$ cat src/ref_select_cfg.svh
// Register offsets, field positions and reset values for the channel control block
`ifndef REF_SELECT_CFG_SVH
`define REF_SELECT_CFG_SVH

// Printed offsets are not multiples of four: they are register indices
`define IDX_CHAN2_MODE      8'h3D
`define IDX_CHAN2_MASKS     8'h3E
`define IDX_CHAN3_LOOP      8'h3F
`define IDX_CHAN3_PRIO_UP   8'h40
`define IDX_CHAN3_PRIO_LO   8'h41
`define IDX_CHAN3_MODE      8'h42
`define IDX_CHAN2_LOOP      8'h3A
`define IDX_CHAN2_PRIO_UP   8'h3B
`define IDX_CHAN2_PRIO_LO   8'h3C
`define IDX_CHAN3_MASKS     8'h43
`define IDX_FAIL_STATUS     8'h50

// Reset values
`define RST_MODE            8'h03
`define RST_MASKS           8'h87
`define RST_LOOP            8'h0D
`define RST_PRIO_UP         8'h32
`define RST_PRIO_LO         8'h10

// Field positions
`define MODE_LSB            0
`define FB_EN_BIT           5
`define REFSEL_LSB          6
`define HOLD_GATE_LSB       0
`define SWITCH_GATE_LSB     4
`define RANGE_LSB           0
`define SLOPE_LSB           2
`define ALIGN_BIT           4
`define BW_LSB              5
`define RANK_LO_LSB         0
`define RANK_HI_LSB         4

// Rank that removes a reference from selection
`define RANK_DISABLED       3'h7
// Bandwidth code that is reserved
`define BW_RESERVED         3'h7
// Slope code whose meaning is undefined
`define SLOPE_UNDEFINED     2'h3

`endif

$ cat src/ref_select_pkg.sv
// Types shared by the channel control block
package ref_select_pkg;
    // Operating mode codes of a channel
    typedef enum logic [1:0] {
        MODE_FREERUN,
        MODE_HOLDOVER,
        MODE_FORCED,
        MODE_AUTO
    } op_mode_e;

    // Loop state that a channel reports
    typedef enum logic [1:0] {
        ST_FREERUN,
        ST_HOLDOVER,
        ST_LOCKED
    } loop_state_e;

    typedef logic [1:0] ref_index_t;
    typedef logic [2:0] rank_t;
endpackage

$ cat src/dpll_reference_mode_select.sv
// Mode, reference selection and loop settings for channels 2 and 3, AHB-Lite slave
//
// Decided for this implementation: the AHB-Lite slave port.
`timescale 1ns/1ps
`include "ref_select_cfg.svh"
// Overview of operation
// - Mode codes: freerun, holdover, forced, automatic
// - Automatic picks reference by availability and rank
// - Automatic holds over only when none available
// - Forced lock never switches; holds over on hold-gated failure only
// - Forced holdover ignores references, keeps last
// - Freerun runs only from local oscillator
// - Feedback enable applies external phase compensation
// - Single feedback measurement shared by enabled channels
// - Reference field reads selection in automatic
// - Reference field selects forced reference
// - Reference field ignored in freerun, holdover
// - Holdover gate bits let failures cause holdover
// - Switch gate bits let failures cause switching
// - Capture range code drives loop range
// - Slope limit code drives phase slope
// - Phase align bit aligns output to input
// - Bandwidth code selects loop filter bandwidth
// - Rank per reference, zero best, seven excluded
// - Revertive between different ranks
// - Non-revertive among equal ranks
// - Ranks packed two per register
module dpll_reference_mode_select (
    input  wire logic        hclk,
    input  wire logic        hresetn,
    input  wire logic        hsel,
    input  wire logic [31:0] haddr,
    input  wire logic [1:0]  htrans,
    input  wire logic        hwrite,
    input  wire logic [2:0]  hsize,
    input  wire logic [31:0] hwdata,
    input  wire logic        hready,
    output logic      [31:0] hrdata,
    output logic             hreadyout,
    output logic             hresp,
    input  wire logic [3:0]  ref_signal_loss_failure,
    input  wire logic [3:0]  ref_single_cycle_failure,
    input  wire logic [3:0]  ref_coarse_freq_failure,
    input  wire logic [3:0]  ref_guard_timer_failure,
    output logic [1:0]       chan2_state,
    output logic [1:0]       chan3_state,
    output logic [1:0]       chan2_active_ref,
    output logic [1:0]       chan3_active_ref,
    output logic             chan2_use_local_oscillator_input,
    output logic             chan3_use_local_oscillator_input,
    output logic             chan2_apply_feedback,
    output logic             chan3_apply_feedback,
    output logic [7:0]       chan2_loop_settings,
    output logic [7:0]       chan3_loop_settings
);

    // Register storage; index 0 is channel 2, index 1 is channel 3
    logic [7:0] mode_reg   [2];   // Mode, feedback enable, reference field
    logic [7:0] mask_reg   [2];   // Holdover and switch gates
    logic [7:0] loop_reg   [2];   // Range, slope, align, bandwidth
    logic [7:0] prio_up    [2];   // Ranks of references 2 and 3
    logic [7:0] prio_lo    [2];   // Ranks of references 0 and 1
    logic [1:0] sel_ref    [2];   // Reference the channel tracks
    logic [1:0] st         [2];   // Loop state per channel
    logic [1:0] next_sel   [2];
    logic [1:0] next_st    [2];

    // Data-phase capture of the address phase
    logic       dp_write;
    logic       dp_read;
    logic [7:0] dp_index;

    // Failure inputs grouped per reference as {guard, coarse, single, loss}
    logic [3:0] fail_vec [4];

    // Address phase accepted when selected, transferring and bus ready
    wire        take     = hsel & htrans[1] & hready;
    // Index from the aligned byte address
    wire [7:0]  a_index  = haddr[9:2];

    // Rank of reference r taken from the packed pair registers
    function automatic ref_select_pkg::rank_t rank_of(input logic [7:0] up,
                                                      input logic [7:0] lo,
                                                      input logic [1:0] r);
        case (r)
            2'h0:    rank_of = lo[`RANK_LO_LSB +: 3];
            2'h1:    rank_of = lo[`RANK_HI_LSB +: 3];
            2'h2:    rank_of = up[`RANK_LO_LSB +: 3];
            default: rank_of = up[`RANK_HI_LSB +: 3];
        endcase
    endfunction

    // Regroup failures per reference
    generate
        for (genvar r = 0; r < 4; r++) begin : g_fail
            assign fail_vec[r] = {ref_guard_timer_failure[r], ref_coarse_freq_failure[r],
                                  ref_single_cycle_failure[r], ref_signal_loss_failure[r]};
        end
    endgenerate

    // Per-channel selection logic
    generate
        for (genvar c = 0; c < 2; c++) begin : g_chan
            logic [3:0] hold_fail;     // Failures allowed to force holdover
            logic [3:0] switch_fail;   // Failures allowed to trigger a switch
            logic [3:0] usable;        // Available and not excluded by rank
            logic [1:0] best;          // Usable reference of lowest rank
            logic       any_usable;
            ref_select_pkg::rank_t best_rank;
            ref_select_pkg::rank_t cur_rank;
            ref_select_pkg::op_mode_e mode;
            wire [3:0] hgate = mask_reg[c][`HOLD_GATE_LSB +: 4];
            wire [3:0] sgate = mask_reg[c][`SWITCH_GATE_LSB +: 4];

            assign mode = ref_select_pkg::op_mode_e'(mode_reg[c][`MODE_LSB +: 2]);

            for (genvar r = 0; r < 4; r++) begin : g_ref
                assign hold_fail[r]   = |(fail_vec[r] & hgate);
                assign switch_fail[r] = |(fail_vec[r] & sgate);
                assign usable[r] = ~hold_fail[r] & ~switch_fail[r] &
                    (rank_of(prio_up[c], prio_lo[c], 2'(r)) != `RANK_DISABLED);
            end

            // Lowest rank wins; first index on ties
            always_comb begin
                best       = 2'h0;
                best_rank  = `RANK_DISABLED;
                any_usable = 1'b0;
                for (int r = 0; r < 4; r++) begin
                    if (usable[r] && (!any_usable ||
                        rank_of(prio_up[c], prio_lo[c], 2'(r)) < best_rank)) begin
                        best       = 2'(r);
                        best_rank  = rank_of(prio_up[c], prio_lo[c], 2'(r));
                        any_usable = 1'b1;
                    end
                end
            end

            assign cur_rank = rank_of(prio_up[c], prio_lo[c], sel_ref[c]);

            // Next selection and loop state per mode
            always_comb begin
                next_sel[c] = sel_ref[c];
                next_st[c]  = st[c];
                case (mode)
                    ref_select_pkg::MODE_FREERUN: begin
                        next_st[c] = ref_select_pkg::ST_FREERUN;
                    end
                    ref_select_pkg::MODE_HOLDOVER: begin
                        next_st[c] = ref_select_pkg::ST_HOLDOVER;
                    end
                    ref_select_pkg::MODE_FORCED: begin
                        next_sel[c] = mode_reg[c][`REFSEL_LSB +: 2];
                        if (hold_fail[mode_reg[c][`REFSEL_LSB +: 2]])
                            next_st[c] = ref_select_pkg::ST_HOLDOVER;
                        else
                            next_st[c] = ref_select_pkg::ST_LOCKED;
                    end
                    default: begin
                        if (!any_usable) begin
                            next_st[c] = ref_select_pkg::ST_HOLDOVER;
                        end else begin
                            next_st[c] = ref_select_pkg::ST_LOCKED;
                            // stay on equal rank while usable
                            if (!usable[sel_ref[c]] || best_rank < cur_rank ||
                                st[c] != ref_select_pkg::ST_LOCKED)
                                next_sel[c] = best;
                        end
                    end
                endcase
            end
        end
    endgenerate

    // Read-back value of the addressed register
    logic [7:0] rd_byte;
    logic       rd_hit;
    always_comb begin
        rd_byte = 8'h00;
        rd_hit  = 1'b1;
        if (dp_index == `IDX_CHAN2_MODE)
            rd_byte = mode_reg[0];
        else if (dp_index == `IDX_CHAN3_MODE)
            rd_byte = mode_reg[1];
        else if (dp_index == `IDX_CHAN2_MASKS)
            rd_byte = mask_reg[0];
        else if (dp_index == `IDX_CHAN3_MASKS)
            rd_byte = mask_reg[1];
        else if (dp_index == `IDX_CHAN2_LOOP)
            rd_byte = loop_reg[0];
        else if (dp_index == `IDX_CHAN3_LOOP)
            rd_byte = loop_reg[1];
        else if (dp_index == `IDX_CHAN2_PRIO_UP)
            rd_byte = prio_up[0];
        else if (dp_index == `IDX_CHAN3_PRIO_UP)
            rd_byte = prio_up[1];
        else if (dp_index == `IDX_CHAN2_PRIO_LO)
            rd_byte = prio_lo[0];
        else if (dp_index == `IDX_CHAN3_PRIO_LO)
            rd_byte = prio_lo[1];
        else if (dp_index == `IDX_FAIL_STATUS)
            rd_byte = {2'h0, st[1], 2'h0, st[0]};
        else
            rd_hit = 1'b0;
    end

    // Bus capture; a read costs one wait state, the response is always OKAY
    always_ff @(posedge hclk or negedge hresetn) begin
        if (!hresetn) begin
            dp_write  <= 1'b0;
            dp_read   <= 1'b0;
            dp_index  <= 8'h00;
            hrdata    <= 32'h0000_0000;
            hreadyout <= 1'b1;
            hresp     <= 1'b0;
        end else begin
            dp_write  <= take & hwrite;
            dp_read   <= take & ~hwrite;
            if (take)
                dp_index <= a_index;
            // Read data is loaded at the end of the wait cycle
            hrdata    <= (dp_read & rd_hit) ? {24'h0, rd_byte} : 32'h0000_0000;
            // Ready drops for one cycle after a read address phase, so the
            // registered data already stands when the data phase completes
            hreadyout <= ~(take & ~hwrite);
            hresp     <= 1'b0;
        end
    end

    // Register writes and channel state; writes land in the data phase
    generate
        for (genvar c = 0; c < 2; c++) begin : g_regs
            wire [7:0] i_mode = c ? `IDX_CHAN3_MODE    : `IDX_CHAN2_MODE;
            wire [7:0] i_mask = c ? `IDX_CHAN3_MASKS   : `IDX_CHAN2_MASKS;
            wire [7:0] i_loop = c ? `IDX_CHAN3_LOOP    : `IDX_CHAN2_LOOP;
            wire [7:0] i_up   = c ? `IDX_CHAN3_PRIO_UP : `IDX_CHAN2_PRIO_UP;
            wire [7:0] i_lo   = c ? `IDX_CHAN3_PRIO_LO : `IDX_CHAN2_PRIO_LO;
            wire       auto   = mode_reg[c][1:0] == 2'h3;
            always_ff @(posedge hclk or negedge hresetn) begin
                if (!hresetn) begin
                    mode_reg[c] <= `RST_MODE;
                    mask_reg[c] <= `RST_MASKS;
                    loop_reg[c] <= `RST_LOOP;
                    prio_up[c]  <= `RST_PRIO_UP;
                    prio_lo[c]  <= `RST_PRIO_LO;
                    sel_ref[c]  <= 2'h0;
                    st[c]       <= 2'h0;
                end else begin
                    sel_ref[c] <= next_sel[c];
                    st[c]      <= next_st[c];
                    if (dp_write && dp_index == i_mode) begin
                        // Reserved bits 4:2 kept at zero
                        mode_reg[c] <= {hwdata[7:5], 3'h0, hwdata[1:0]};
                    end else if (auto) begin
                        mode_reg[c][`REFSEL_LSB +: 2] <= next_sel[c];
                    end
                    // software keeps the guard-only pattern out
                    if (dp_write && dp_index == i_mask)
                        mask_reg[c] <= hwdata[7:0];
                    if (dp_write && dp_index == i_loop)
                        loop_reg[c] <= hwdata[7:0];
                    if (dp_write && dp_index == i_up)
                        prio_up[c] <= hwdata[7:0] & 8'h77;
                    if (dp_write && dp_index == i_lo)
                        prio_lo[c] <= hwdata[7:0] & 8'h77;
                end
            end
        end
    endgenerate

    // Outputs to the loop engines, all registered
    always_ff @(posedge hclk or negedge hresetn) begin
        if (!hresetn) begin
            chan2_state                      <= 2'h0;
            chan3_state                      <= 2'h0;
            chan2_active_ref                 <= 2'h0;
            chan3_active_ref                 <= 2'h0;
            // Reset loop state is freerun, so the oscillator flag starts high
            chan2_use_local_oscillator_input <= 1'b1;
            chan3_use_local_oscillator_input <= 1'b1;
            chan2_apply_feedback             <= 1'b0;
            chan3_apply_feedback             <= 1'b0;
            chan2_loop_settings              <= `RST_LOOP;
            chan3_loop_settings              <= `RST_LOOP;
        end else begin
            chan2_state      <= st[0];
            chan3_state      <= st[1];
            chan2_active_ref <= sel_ref[0];
            chan3_active_ref <= sel_ref[1];
            chan2_use_local_oscillator_input <= st[0] == ref_select_pkg::ST_FREERUN;
            chan3_use_local_oscillator_input <= st[1] == ref_select_pkg::ST_FREERUN;
            chan2_apply_feedback <= mode_reg[0][`FB_EN_BIT];
            chan3_apply_feedback <= mode_reg[1][`FB_EN_BIT];
            // loop fields passed whole to the loop
            chan2_loop_settings <= loop_reg[0];
            chan3_loop_settings <= loop_reg[1];
        end
    end

endmodule

$ cat config.mk
export PLATFORM = sky130hd
export DESIGN_NAME = dpll_reference_mode_select
export DESIGN_NICKNAME = d
export VERILOG_FILES = /design/src/ref_select_pkg.sv /design/src/dpll_reference_mode_select.sv
export VERILOG_INCLUDE_DIRS = /design/src /design/src/src
export SDC_FILE = /design/constraint.sdc
export NUM_CORES = 1
export LEC_CHECK = 0
export ABC_AREA = 1
export BUFFER_PORTS_ARGS = -buffer_cell sky130_fd_sc_hd__buf_4
export CAP_MARGIN = 25
export CELL_PAD_IN_SITES_DETAIL_PLACEMENT = 1
export CELL_PAD_IN_SITES_GLOBAL_PLACEMENT = 2
export CORE_ASPECT_RATIO = 0.5
export CORE_MARGIN = 5
export CORE_UTILIZATION = 31
export DETAILED_ROUTE_END_ITERATION = 6
export PLACE_DENSITY = 0.9
export SYNTH_ARGS = -nofsm -noshare
export SYNTH_HDL_FRONTEND = slang
export SYNTH_SLANG_ARGS = --single-unit
$ cat constraint.sdc
create_clock -name hclk -period 5.9 [get_ports hclk]
set_clock_uncertainty 0.05 [all_clocks]
set_input_delay 0.59 -clock hclk [delete_from_list [all_inputs] [get_ports hclk]]
set_output_delay 0.59 -clock hclk [all_outputs]
set_load 0.02 [all_outputs]
# Yosys cells after proc, flatten, opt, wreduce, memory -nomap -nowiden
# Index checks and enable logic that the tools add are counted.
[classes] n_lt_le_gt_ge=12 n_eq_ne=31 n_reduce_logical=60 muxes=71 n_bitwise=55
[ops] cell="AND 4 bit" count=16
[ops] cell="OR reduction 4 bit" count=16
[ops] cell="2-to-1 mux 8 bit" count=7
[ops] cell="equality test 8 x 6 -> 1 bit (second input constant)" count=6
[ops] cell="equality test 8 x 7 -> 1 bit (second input constant)" count=5
[ops] cell="2-to-1 mux 2 bit" count=16
[ops] cell="2-to-1 mux 7 bit" count=4
[ops] cell="2-to-1 mux 1 bit" count=25
[ops] cell="less-than comparator 3 bit" count=8
[ops] cell="2-to-1 mux 3 bit" count=8
[ops] cell="!= test 3 bit (second input constant)" count=8
[ops] cell="AND 1 bit" count=21
[ops] cell="NOT 1 bit" count=18
[ops] cell="one-hot mux 3 bit (3 select lines)" count=2
[ops] cell="logical AND 1 bit" count=16
[ops] cell="equality test 2 bit (second input constant)" count=6
[ops] cell="logical NOT 2 bit" count=6
[ops] cell="less-than comparator 2 x 3 -> 1 bit (second input constant)" count=4
[ops] cell="one-hot mux 2 bit (3 select lines)" count=2
[ops] cell="logical OR 1 bit" count=10
[ops] cell="binary-select mux 1 bit (select 2 bit)" count=4
[ops] cell="equality test 2 x 1 -> 1 bit (second input constant)" count=4
[ops] cell="logical NOT 1 bit" count=8
[ops] cell="one-hot mux 2 bit (2 select lines)" count=2
[ops] cell="other kinds (4)" count=7
[word_totals] out_inout_bits=62 input_bits=90 register_bits=121 word_cells=260

# Logic depth before layout (Yosys ltp)
# Gate-level depths: netlist of the first run.
[logic_depth] word_depth=26 ltp_mapped=45 depth_no_buf=45

# Least setup slack after synthesis of the first run
# OpenSTA, ideal clock, no wires.
[synth_path] kind="input to register" start="input ref_coarse_freq_failure[0]" end="register mode_reg[14] (netlist name)" path_buffers=0 arrival_time_ps=4366 required_time_ps=5734 path_slack_ps=1367 cell_stages=35 setup_ps=116 path_cell_list="nand2_1 > nand2_1 > nor2_2 > nand3_1 > nor2_1 > ha_1 > nand2_1 > inv_1 > nand2_1 > nand2_1 > nand2_2 > nand2_2 > o21ai_0 > ha_1 > a21oi_1 > nand2_1 > nand2_2 > nand2_2 > o21ai_0 > ha_1 > a21oi_1 > nand2_1 > nand2_1 > nand2_1 > inv_1 > o21ai_0 > ha_1 > a21oi_1 > nand2_1 > nand2_2 > nand3_1 > nand3_1 > nand2_2 > nand2_1 > nand2_1"
[synth_rtl] element="from (decl)" line="dpll_reference_mode_select.sv:43" rtl="input wire logic [3:0] ref_coarse_freq_failure,"
[synth_rtl] element="to (signal, indexed assignment)" line="dpll_reference_mode_select.sv:241" rtl="mode_reg[c] <= `RST_MODE;"
[synth_rtl] element="to (signal, indexed assignment)" line="dpll_reference_mode_select.sv:253" rtl="mode_reg[c] <= {hwdata[7:5], 3'h0, hwdata[1:0]};"
[synth_rtl] element="to (signal, indexed assignment)" line="dpll_reference_mode_select.sv:255" rtl="mode_reg[c][`REFSEL_LSB +: 2] <= next_sel[c];"
[synth_rtl] element="to (decl)" line="dpll_reference_mode_select.sv:58" rtl="logic [7:0] mode_reg [2];"

==> results.sh, run 1 <==
export IMPL_status="completed"
export IMPL_async_flop_share_pct=100
export IMPL_layout_nets=1041
export IMPL_fp_dieH_um=114
export IMPL_end_kind="flip-flop"
export IMPL_drtPass1Iterations=5
export IMPL_drv_slew=0
export IMPL_grt_overflow=0
export IMPL_powerDensity_mw_per_mm2=307
export IMPL_largest_reg_flops=16
export IMPL_cp_common_cell="nand2_1"
export IMPL_switching_share_pct=32.6
export IMPL_initial_utilization_pct=31.2
export IMPL_cts_buffer_depth=2
export IMPL_synth_top_area_share_pct=32.2
export IMPL_crit_arrival_ns=5.63
export IMPL_fp_dieW_um=218
export IMPL_worstSkewPairLatency_ns=0.43
export IMPL_combPwrFrac_pct=19.0
export IMPL_routabilityCongestion=0.922
export IMPL_clockPowerShare_pct=40.6
export IMPL_synth_edf_count=0
export IMPL_post_cts_setup_buffers=0
export IMPL_syn_inst=852
export IMPL_maxCapViolations=0
export IMPL_clk_pin_slew_ns=0.05
export IMPL_cp_slowest_cell="dfrtp_1"
export IMPL_area_growth_synth_to_final_pct=20.3
export IMPL_fin_util_pct=37.5
export IMPL_cts_hold_buf=0
export IMPL_synth_distinct_cells=39
export IMPL_wl_um=24200
export IMPL_cts_root_buf="clkbuf_16"
export IMPL_ios=152
export IMPL_yosysMostFrequentCell="nand2_1"
export IMPL_p_sw_mw=0.805
export IMPL_rows=38
export IMPL_syn_area_mm2=0.00669
export IMPL_diodes=0
export IMPL_period_minus_slack_ns=5.37
export IMPL_grtUsageTotal_pct=19.8
export IMPL_vias_per_cell=5.02
export IMPL_slew_limit_headroom_pct=39.5
export IMPL_grt_max_degree=63
export IMPL_drt_initial_drc_count=436
export IMPL_yosysWarnings=0
export IMPL_grt_pass1_vias=6396
export IMPL_cts_buffers_inserted=17
export IMPL_wl_per_cell_um=19.4
export IMPL_cts_resized=0
export IMPL_drive_gt1_share_pct=19.1
export IMPL_netlist_top_cells_count="nand2_1 (217), inv_1 (124), o21ai_0 (106)"
export IMPL_synth_seq_cells=121
export IMPL_leakage_nw=4.11
export IMPL_final_hold_viol_count=0
export IMPL_clock_fmax_ghz=0.186
export IMPL_grt_pass1_wl_um=37500
export IMPL_p_int_mw=1.66
export IMPL_antenna_found_initial=0
export IMPL_synth_largest_area_cell="dfrtp_1"
export IMPL_worstPathMaxFanout=6
export IMPL_avgSynthCellArea_um2=7.85
export IMPL_rsz0062_at_grt="false"
export IMPL_place_hpwl_um=18500
export IMPL_ir_drop_mv=0.136
export IMPL_crit_type="flip-flop to flip-flop"
export IMPL_cts_tree="built"
export IMPL_p_seq_share_pct=40.5
export IMPL_num_fill_cells=2644
export IMPL_die_area_mm2=0.0248
export IMPL_hold_path_class="input pin to async pin"
export IMPL_seq_area_frac_synth_pct=45.9
export IMPL_coreArea_mm2=0.0214
export IMPL_drc=0
export IMPL_ant_nets=0
export IMPL_worstSetupStartpointType="flip-flop"
export IMPL_required_ns=6.16
export IMPL_synth_ff_type="dfrtp_1"
export IMPL_synth_top_cells_by_area="dfrtp_1 (32%), dfstp_2 (14%), nand2_1 (12%)"
export IMPL_slowest_delay_ns=0.48
export IMPL_tns_ns=0
export IMPL_tightest_slew_ns=0.900
export IMPL_cts_sinks=121
export IMPL_period_share_pct=91.0
export IMPL_io_buffer_count=74
export IMPL_setup_viol=0
export IMPL_via_count=6258
export IMPL_h_tree_depth=4
[worst max-delay path, delay by kind of cell (launching register included)]
kind / cells / cell delay [ns]
DFF: 1 / 0.48
adders and majority gates: 4 / 1.22
AOI/OAI and AO/OA: 6 / 1.13
buffers and inverters: 2 / 0.18
and+or+nand+nor: 23 / 2.20
[cell families after synthesis]
kind of cell             count (synthesis)  share of synthesized area, %
flip-flops                             121                          45.9
multiplexers                             4                         0.673
adder cells (fa/ha/maj)                 16                          2.99
other                                    1                        0.0560
AND/OR/NAND/NOR                        352                          22.9
buffers and inverters                  161                          10.4
AO/OA/AOI/OAI                          197                          17.1
[layout make-up]
| cell class | instances | area, µm² | area share, % |
|---|---|---|---|
| Timing Repair Buffer | 75 | 563 | 6.99 |
| Tap cell | 300 | 375 | 4.66 |
| Clock inverter | 10 | 96.3 | 1.20 |
| Inverter | 126 | 473 | 5.87 |
| Sequential cell | 121 | 3070 | 38.2 |
| Clock buffer | 21 | 460 | 5.72 |
| Multi-Input combinational cell | 594 | 3010 | 37.4 |
[path summary, 6_finish.rpt]
| check | start | end | slack [ns] | cells past startpoint |
|---|---|---|---|---|
| setup / recovery | g_chan[1].sgate[1] | mode_reg[7] | 0.53 | 35 |
| setup reg to reg | g_chan[1].sgate[1] | mode_reg[7] | 0.53 | 35 |
| max in group asynchronous | hresetn | chan2_state[1] | 4.28 | 2 |
| min in group hclk | hwrite | dp_read | 0.29 | 2 |
| hold / removal | hresetn | chan2_loop_settings[7] | 0.19 | 1 |
| hold reg to reg | loop_reg[0] | chan3_loop_settings[0] | 0.33 | 0 |
[placed cells by master, fill, tap and decap left out, types with 2 or more instances in the layout]
cell,count
a221oi_1,14
nor3_2,3
clkinvlp_4,4
buf_4,75
nand2_4,2
clkbuf_16,17
o2111ai_1,7
a31oi_1,3
o22ai_1,23
nor3_1,13
nand3_2,3
nor2_2,3
clkbuf_8,2
nor2_1,43
o211ai_1,4
clkinv_4,2
clkinv_2,2
o21ai_1,2
a21oi_1,31
mux2_2,4
nand3_1,35
ha_1,16
conb_1,25
nor4_1,2
o21ai_0,104
inv_2,2
nand2_1,217
dfstp_2,35
nand2_2,22
inv_1,124
nand4_1,5
dfrtp_1,86
clkbuf_1,2
a311oi_1,2
[power by group through the flow]
| stage | sequential (mW) | clock (mW) | combinational (mW) |
|---|---|---|---|
| detailed placement | 1.01 | 0 | 0.463 |
| finish | 0.999 | 1.00 | 0.468 |
| floorplan | 0.995 | 0 | 0.295 |
| global route | 1.01 | 1.06 | 0.529 |
| global placement | 1.01 | 0 | 0.443 |
| CTS | 0.998 | 1.01 | 0.469 |
[metrics by stage]
| step | hold slack [ns] | setup WS [ns] | std cells | power, mW | cell area, µm² |
|---|---|---|---|---|---|
| 3_5_place_dp | 0.319 | 0.308 | 1216 | 1.47 | 7490 |
| 5_1_grt | 0.253 | 0.0534 | 1247 | 2.60 | 8050 |
| 6_report | 0.192 | 0.532 | 1247 | 2.47 | 8050 |
| 4_1_cts | 0.203 | 0.488 | 1247 | 2.47 | 8050 |
| 2_1_floorplan | 0.244 | 1.37 | 876 | 1.29 | 6780 |
| 3_3_place_gp | 0.319 | 0.526 | 1216 | 1.45 | 7490 |
[per-layer routing]
layer  vias to the layer above  global-route usage (%)  routed length (µm)
met3                        18                    4.16                1610
met1                      3101                    29.4               11700
met2                       198                    30.3               10700
met4                         0                    3.47                 198
met5                         -                       0                   0
li1                       2941                       -                   -
Note: power is estimated with default switching activity, not from simulation.
==> inputs of run 2 (changes only) <==
- CORE_ASPECT_RATIO: 0.5 -> default
- CORE_UTILIZATION: 31 -> 25
- PLACE_DENSITY: 0.9 -> 0.77
==> run 2 against run 1 <==
Worst setup slack improved by 0.085 ns; wire length fell by 3.3%; core utilization fell by 6.6 points; register-to-register slack improved by 0.08 ns; power rose by 0.62%; critical path depth did not move; combinational power fell by 1%; global-route usage fell by 4.2 points; sequential power fell by 0.6%; critical path type unchanged; largest power group unchanged.
==> results.sh, run 2 (synthesis results as in run 1) <==
export IMPL_status="completed"
export IMPL_maxCapViolations=0
export IMPL_p_sw_mw=0.857
export IMPL_worstPathMaxFanout=6
export IMPL_fp_dieW_um=174
export IMPL_cts_sinks=121
export IMPL_drc=0
export IMPL_io_buffer_count=74
export IMPL_period_share_pct=89.5
export IMPL_final_cell_mix="nand2_1 (217), inv_1 (124), o21ai_0 (106)"
export IMPL_crit_family="simple AND/OR/NAND/NOR gates"
export IMPL_coreArea_mm2=0.0262
export IMPL_grt_pass1_wl_um=36900
export IMPL_clk_pin_slew_ns=0.07
export IMPL_cp_slowest_cell="dfrtp_1"
export IMPL_crit_buf_inv=2
export IMPL_ir_drop_mv=0.118
export IMPL_drt_initial_drc_count=389
export IMPL_regToRegSetupSlack_ns=0.62
export IMPL_routabilityCongestion=0.915
export IMPL_crit_type="flip-flop to flip-flop"
export IMPL_h_tree_depth=4
export IMPL_required_ns=6.17
export IMPL_initial_utilization_pct=25.5
export IMPL_cp_common_cell="nand2_1"
export IMPL_p_int_mw=1.63
export IMPL_crit_arrival_ns=5.55
export IMPL_clock_fmax_ghz=0.189
export IMPL_powerDensity_mw_per_mm2=306
export IMPL_rows=59
export IMPL_multiInputGateArea_mm2=0.00301
export IMPL_cts_buffer_depth=2
export IMPL_cts_hold_buf=0
export IMPL_r2r_end="mode_reg[15]"
export IMPL_rr_worst_depth=35
export IMPL_vias_per_cell=4.78
export IMPL_dpl_worst_slack_ns=0.320
export IMPL_final_hold_viol_count=0
export IMPL_clockPowerShare_pct=41.4
export IMPL_layout_nets=1041
export IMPL_tightest_slew_ns=0.862
export IMPL_worstSkewPairLatency_ns=0.43
export IMPL_switching_share_pct=34.5
export IMPL_p_seq_share_pct=40.0
export IMPL_grt_max_degree=63
export IMPL_tns_ns=0
export IMPL_cts_tree="built"
export IMPL_grt_pass1_vias=6478
export IMPL_area_growth_synth_to_final_pct=21.3
export IMPL_drtPass1Iterations=5
export IMPL_post_cts_setup_buffers=0
export IMPL_setup_viol=0
export IMPL_period_minus_slack_ns=5.28
export IMPL_via_count=6129
export IMPL_ios=152
export IMPL_layout_setup_ws_ns=0.617
export IMPL_die_area_mm2=0.0301
export IMPL_antenna_found_initial=0
export IMPL_combPwrFrac_pct=18.6
export IMPL_largest_reg_flops=16
export IMPL_grt_overflow=0
export IMPL_rsz0062_at_grt="false"
export IMPL_slew_limit_headroom_pct=42.1
export IMPL_diodes=0
export IMPL_cts_root_buf="clkbuf_16"
export IMPL_dp_cells=1251
export IMPL_wl_um=23500
export IMPL_grtUsageTotal_pct=15.6
export IMPL_fp_dieH_um=174
export IMPL_end_kind="flip-flop"
export IMPL_leakage_nw=4.13
export IMPL_num_fill_cells=3177
export IMPL_cts_resized=0
export IMPL_wl_per_cell_um=18.3
export IMPL_layout_commonest_cell="nand2_1"
export IMPL_final_cells=1283
export IMPL_hold_path_class="input pin to async pin"
export IMPL_drv_slew=0
export IMPL_worstSetupStartpointType="flip-flop"
export IMPL_drive_gt1_share_pct=19.4
export IMPL_cts_buffers_inserted=17
export IMPL_place_hpwl_um=17800
export IMPL_ant_nets=0
export IMPL_r2r_start="g_chan[0].hgate[3]"
export IMPL_final_seq_area_mm2=0.00307
export IMPL_slowest_delay_ns=0.47
[run 2: changes by cell type in the layout (fill, tap and decap cells not counted)]
| cell | change |
|---|---|
| clkinv_8 | +2 |
| clkbuf_1 | -2 |
| inv_8 | +5 |
| bufinv_16 | -1 |
| clkinvlp_4 | -2 |
| clkinv_4 | -2 |
| clkbuf_8 | -2 |
| o21ai_0 | +2 |
| inv_6 | +4 |
| o21ai_1 | -2 |
| clkinv_2 | -1 |
[run 2: final cells by class]
type / instances / area share [%]
Inverter: 126 / 5.83
Sequential cell: 121 / 37.8
Clock inverter: 15 / 1.88
Clock buffer: 17 / 5.24
Multi-Input combinational cell: 594 / 37.1
Timing Repair Buffer: 75 / 6.94
Tap cell: 335 / 5.16
[run 2: worst reg2reg max path: cells and delay by family (launching register included)]
kind	cells	cell delay, ns
flip-flops	1	0.47
buffers and inverters	2	0.20
AO/OA/AOI/OAI	6	1.11
AND/OR/NAND/NOR	23	2.16
adder cells (fa/ha/maj)	4	1.18
[run 2: stage by stage]
step	instance area [µm²]	power [mW]	util [%]	hold slack (ns)
floorplan	6780	1.29	-	0.244
global placement	7540	1.46	28.8	0.316
detailed placement	7540	1.47	28.8	0.320
CTS	8120	2.51	31.0	0.206
global route	8120	2.63	31.0	0.232
finish	8120	2.48	31.0	0.176
[run 2: power by group through the flow]
stage               Clock, mW  Combinational [mW]  Sequential, mW
floorplan                   0               0.295           0.995
global placement            0               0.455            1.01
detailed placement          0               0.463            1.01
CTS                      1.05               0.466           0.994
global route             1.09               0.532            1.00
finish                   1.03               0.462           0.993
[run 2: how the worst max path moves through the flow]
stage | slack [ns] | to | depth (start not counted) | start
after CTS | 0.54 | mode_reg[14] | 35 | g_chan[0].hgate[3]
after global routing | 0.001 | mode_reg[15] | 37 | g_chan[0].hgate[3]
after floorplan | 1.37 | mode_reg[14] | 35 | ref_coarse_freq_failure[0]
after global placement | 0.47 | mode_reg[14] | 36 | ref_coarse_freq_failure[0]
after detailed placement | 0.32 | mode_reg[14] | 36 | ref_coarse_freq_failure[0]
final | 0.62 | mode_reg[15] | 35 | g_chan[0].hgate[3]
[run 2: per-layer routing]
layer  vias up  global-route usage [%]  routed length [µm]
li1       2953                       -                   -
met1      3008                    20.8               11000
met2       130                    26.0               11100
met3        38                    2.79                 901
met4         0                    4.55                 440
met5         -                       0                   0
==> inputs of run 3 (changes only) <==
- ABC_AREA: 1 -> 0
- PLACE_DENSITY: 0.77 -> 0.71
==> run 3 against run 2 <==
Die area increased by 1.5%; hold slack gained 0.0046 ns; count of clock-buffer cells in the layout increased by 2; largest power group unchanged.
==> results.sh, run 3 <==
export IMPL_cts_sinks=121
export IMPL_place_area_mm2=0.00814
export IMPL_synth_largest_area_cell="dfrtp_1"
export IMPL_powerDensity_mw_per_mm2=292
export IMPL_worstSkewPairLatency_ns=0.42
export IMPL_ios=152
export IMPL_die_area_mm2=0.0306
export IMPL_crit_type="flip-flop to flip-flop"
export IMPL_synth_edf_count=0
export IMPL_clock_fmax_ghz=0.171
export IMPL_coreArea_mm2=0.0269
export IMPL_status="completed"
export IMPL_drive_gt1_share_pct=48.9
export IMPL_yosysMostFrequentCell="dfrtp_1"
export IMPL_initial_utilization_pct=25.3
export IMPL_largest_reg_flops=16
export IMPL_fin_util_pct=34.4
export IMPL_via_count=5688
export IMPL_io_buffer_count=74
export IMPL_cp_common_cell="a21oi_2"
export IMPL_rows=60
export IMPL_final_cell_mix="buf_4 (157), dfrtp_1 (86), mux2_2 (56)"
export IMPL_fp_dieW_um=175
export IMPL_stdcell_area_mm2=0.00924
export IMPL_slowest_delay_ns=0.39
export IMPL_setup_viol=0
export IMPL_synth_ff_type="dfrtp_1"
export IMPL_hold_path_class="input pin to async pin"
export IMPL_worstSetupStartpointType="flip-flop"
export IMPL_slew_limit_headroom_pct=31.3
export IMPL_routabilityCongestion=0.866
export IMPL_end_kind="flip-flop"
export IMPL_syn_area_mm2=0.00680
export IMPL_maxCapViolations=0
export IMPL_seq_area_frac_synth_pct=45.2
export IMPL_area_growth_synth_to_final_pct=36.0
export IMPL_period_minus_slack_ns=5.85
export IMPL_h_tree_depth=4
export IMPL_cts_buffer_depth=2
export IMPL_antenna_found_initial=0
export IMPL_synth_top_area_share_pct=31.7
export IMPL_wl_per_cell_um=20.7
export IMPL_num_fill_cells=2975
export IMPL_final_hold_viol_count=0
export IMPL_ant_nets=0
export IMPL_ir_drop_mv=0.140
export IMPL_wl_um=23400
export IMPL_crit_arrival_ns=6.13
export IMPL_fp_dieH_um=175
export IMPL_async_flop_share_pct=100
export IMPL_layout_nets=882
export IMPL_grt_max_degree=64
export IMPL_place_hpwl_um=17300
export IMPL_synth_seq_cells=121
export IMPL_required_ns=6.18
export IMPL_layout_commonest_cell="buf_4"
export IMPL_grt_pass1_wl_um=35900
export IMPL_vias_per_cell=5.03
export IMPL_final_cells=1130
export IMPL_grt_pass1_vias=5879
export IMPL_synth_top_cells_by_area="dfrtp_1 (32%), dfstp_2 (14%), mux2_2 (9.3%)"
export IMPL_worstPathMaxFanout=6
export IMPL_avgSynthCellArea_um2=11.1
export IMPL_tns_ns=0
export IMPL_grtUsageTotal_pct=15.1
export IMPL_clk_pin_slew_ns=0.07
export IMPL_synth_distinct_cells=82
export IMPL_tightest_slew_ns=1.02
export IMPL_diodes=0
export IMPL_drtPass1Iterations=5
export IMPL_drv_slew=0
export IMPL_leakage_nw=3.91
export IMPL_yosysWarnings=0
export IMPL_netlist_top_cells_count="dfrtp_1 (86), mux2_2 (56), nand2_1 (49)"
export IMPL_period_share_pct=99.1
export IMPL_cp_slowest_cell="dfrtp_1"
export IMPL_cts_buffers_inserted=17
export IMPL_drt_initial_drc_count=443
export IMPL_grt_overflow=0
export IMPL_drc=0
export IMPL_cts_root_buf="clkbuf_16"
export IMPL_syn_inst=614
export IMPL_cts_tree="built"
export IMPL_rsz0062_at_grt="true"
export IMPL_dp_cells=1080
[run 3: per-stage QoR]
stage          hold slack, ns  total power, mW  worst slack (ns)
3_5_place_dp            0.321             1.55            -0.802
3_3_place_gp            0.319             1.54            -0.776
4_1_cts                 0.228             2.66           0.00696
5_1_grt                 0.250             2.82            -0.347
6_report                0.181             2.70            0.0506
2_1_floorplan           0.244             1.33           0.00611
[run 3: final timing paths]
kind | cells after the start | from | slack [ns] | to
max | 32 | g_chan[1].hgate[3] | 0.05 | sel_ref[1]
min | 1 | hresetn | 0.18 | dp_index[4]
max reg2reg | 32 | g_chan[1].hgate[3] | 0.05 | sel_ref[1]
min reg2reg | 0 | loop_reg[0] | 0.33 | chan3_loop_settings[0]
max in group asynchronous | 2 | hresetn | 4.30 | loop_reg[6]
min in group hclk | 0 | loop_reg[0] | 0.33 | chan3_loop_settings[0]
[run 3: metal layers]
metal	vias to the layer above	global-route usage [%]	part of all wire, %
met5	-	0	0
met2	153	23.3	46
li1	2585	-	-
met3	11	3.20	5.7
met4	0	2.78	0.66
met1	2939	22.0	48
[run 3: where the power goes]
| group | switching [mW] | internal [mW] |
|---|---|---|
| Combinational | 0.297 | 0.291 |
| Sequential | 0.124 | 0.914 |
| Clock | 0.426 | 0.646 |
[run 3: critical path: cells and delay by family, from the launching register on]
family	cells	cell delay, ns
AO/OA/AOI/OAI	17	2.71
adder cells (fa/ha/maj)	4	1.06
buffers and inverters	2	0.15
flip-flops	1	0.39
multiplexers	1	0.25
AND/OR/NAND/NOR	8	1.15
[run 3: logic make-up after synthesis]
logic type / count (synthesis) / synth area share, %
AO/OA/AOI/OAI: 153 / 17.0
other: 1 / 0.0552
flip-flops: 121 / 45.2
AND/OR/NAND/NOR: 172 / 13.6
adder cells (fa/ha/maj): 16 / 2.95
multiplexers: 90 / 16.1
buffers and inverters: 61 / 5.10
[run 3: what timing repair did]
| item | in CTS | in global routing |
|---|---|---|
| resized for setup | 25 | 53 |
| endpoints found under the setup margin | 8 | 8 |
| hold buffers | 0 | 0 |
| pin swaps | 16 | 55 |
| buffers inserted | 8 | 10 |
[run 3: layout make-up]
cell class	count	area [µm²]	share of cell area (%)
inverters	19	71.3	0.772
repair buffers	161	1220	13.2
well taps	341	427	4.62
clock buffers	19	443	4.79
clock inverters	13	156	1.69
multi-input cells	456	3850	41.7
flip-flops and latches	121	3070	33.2
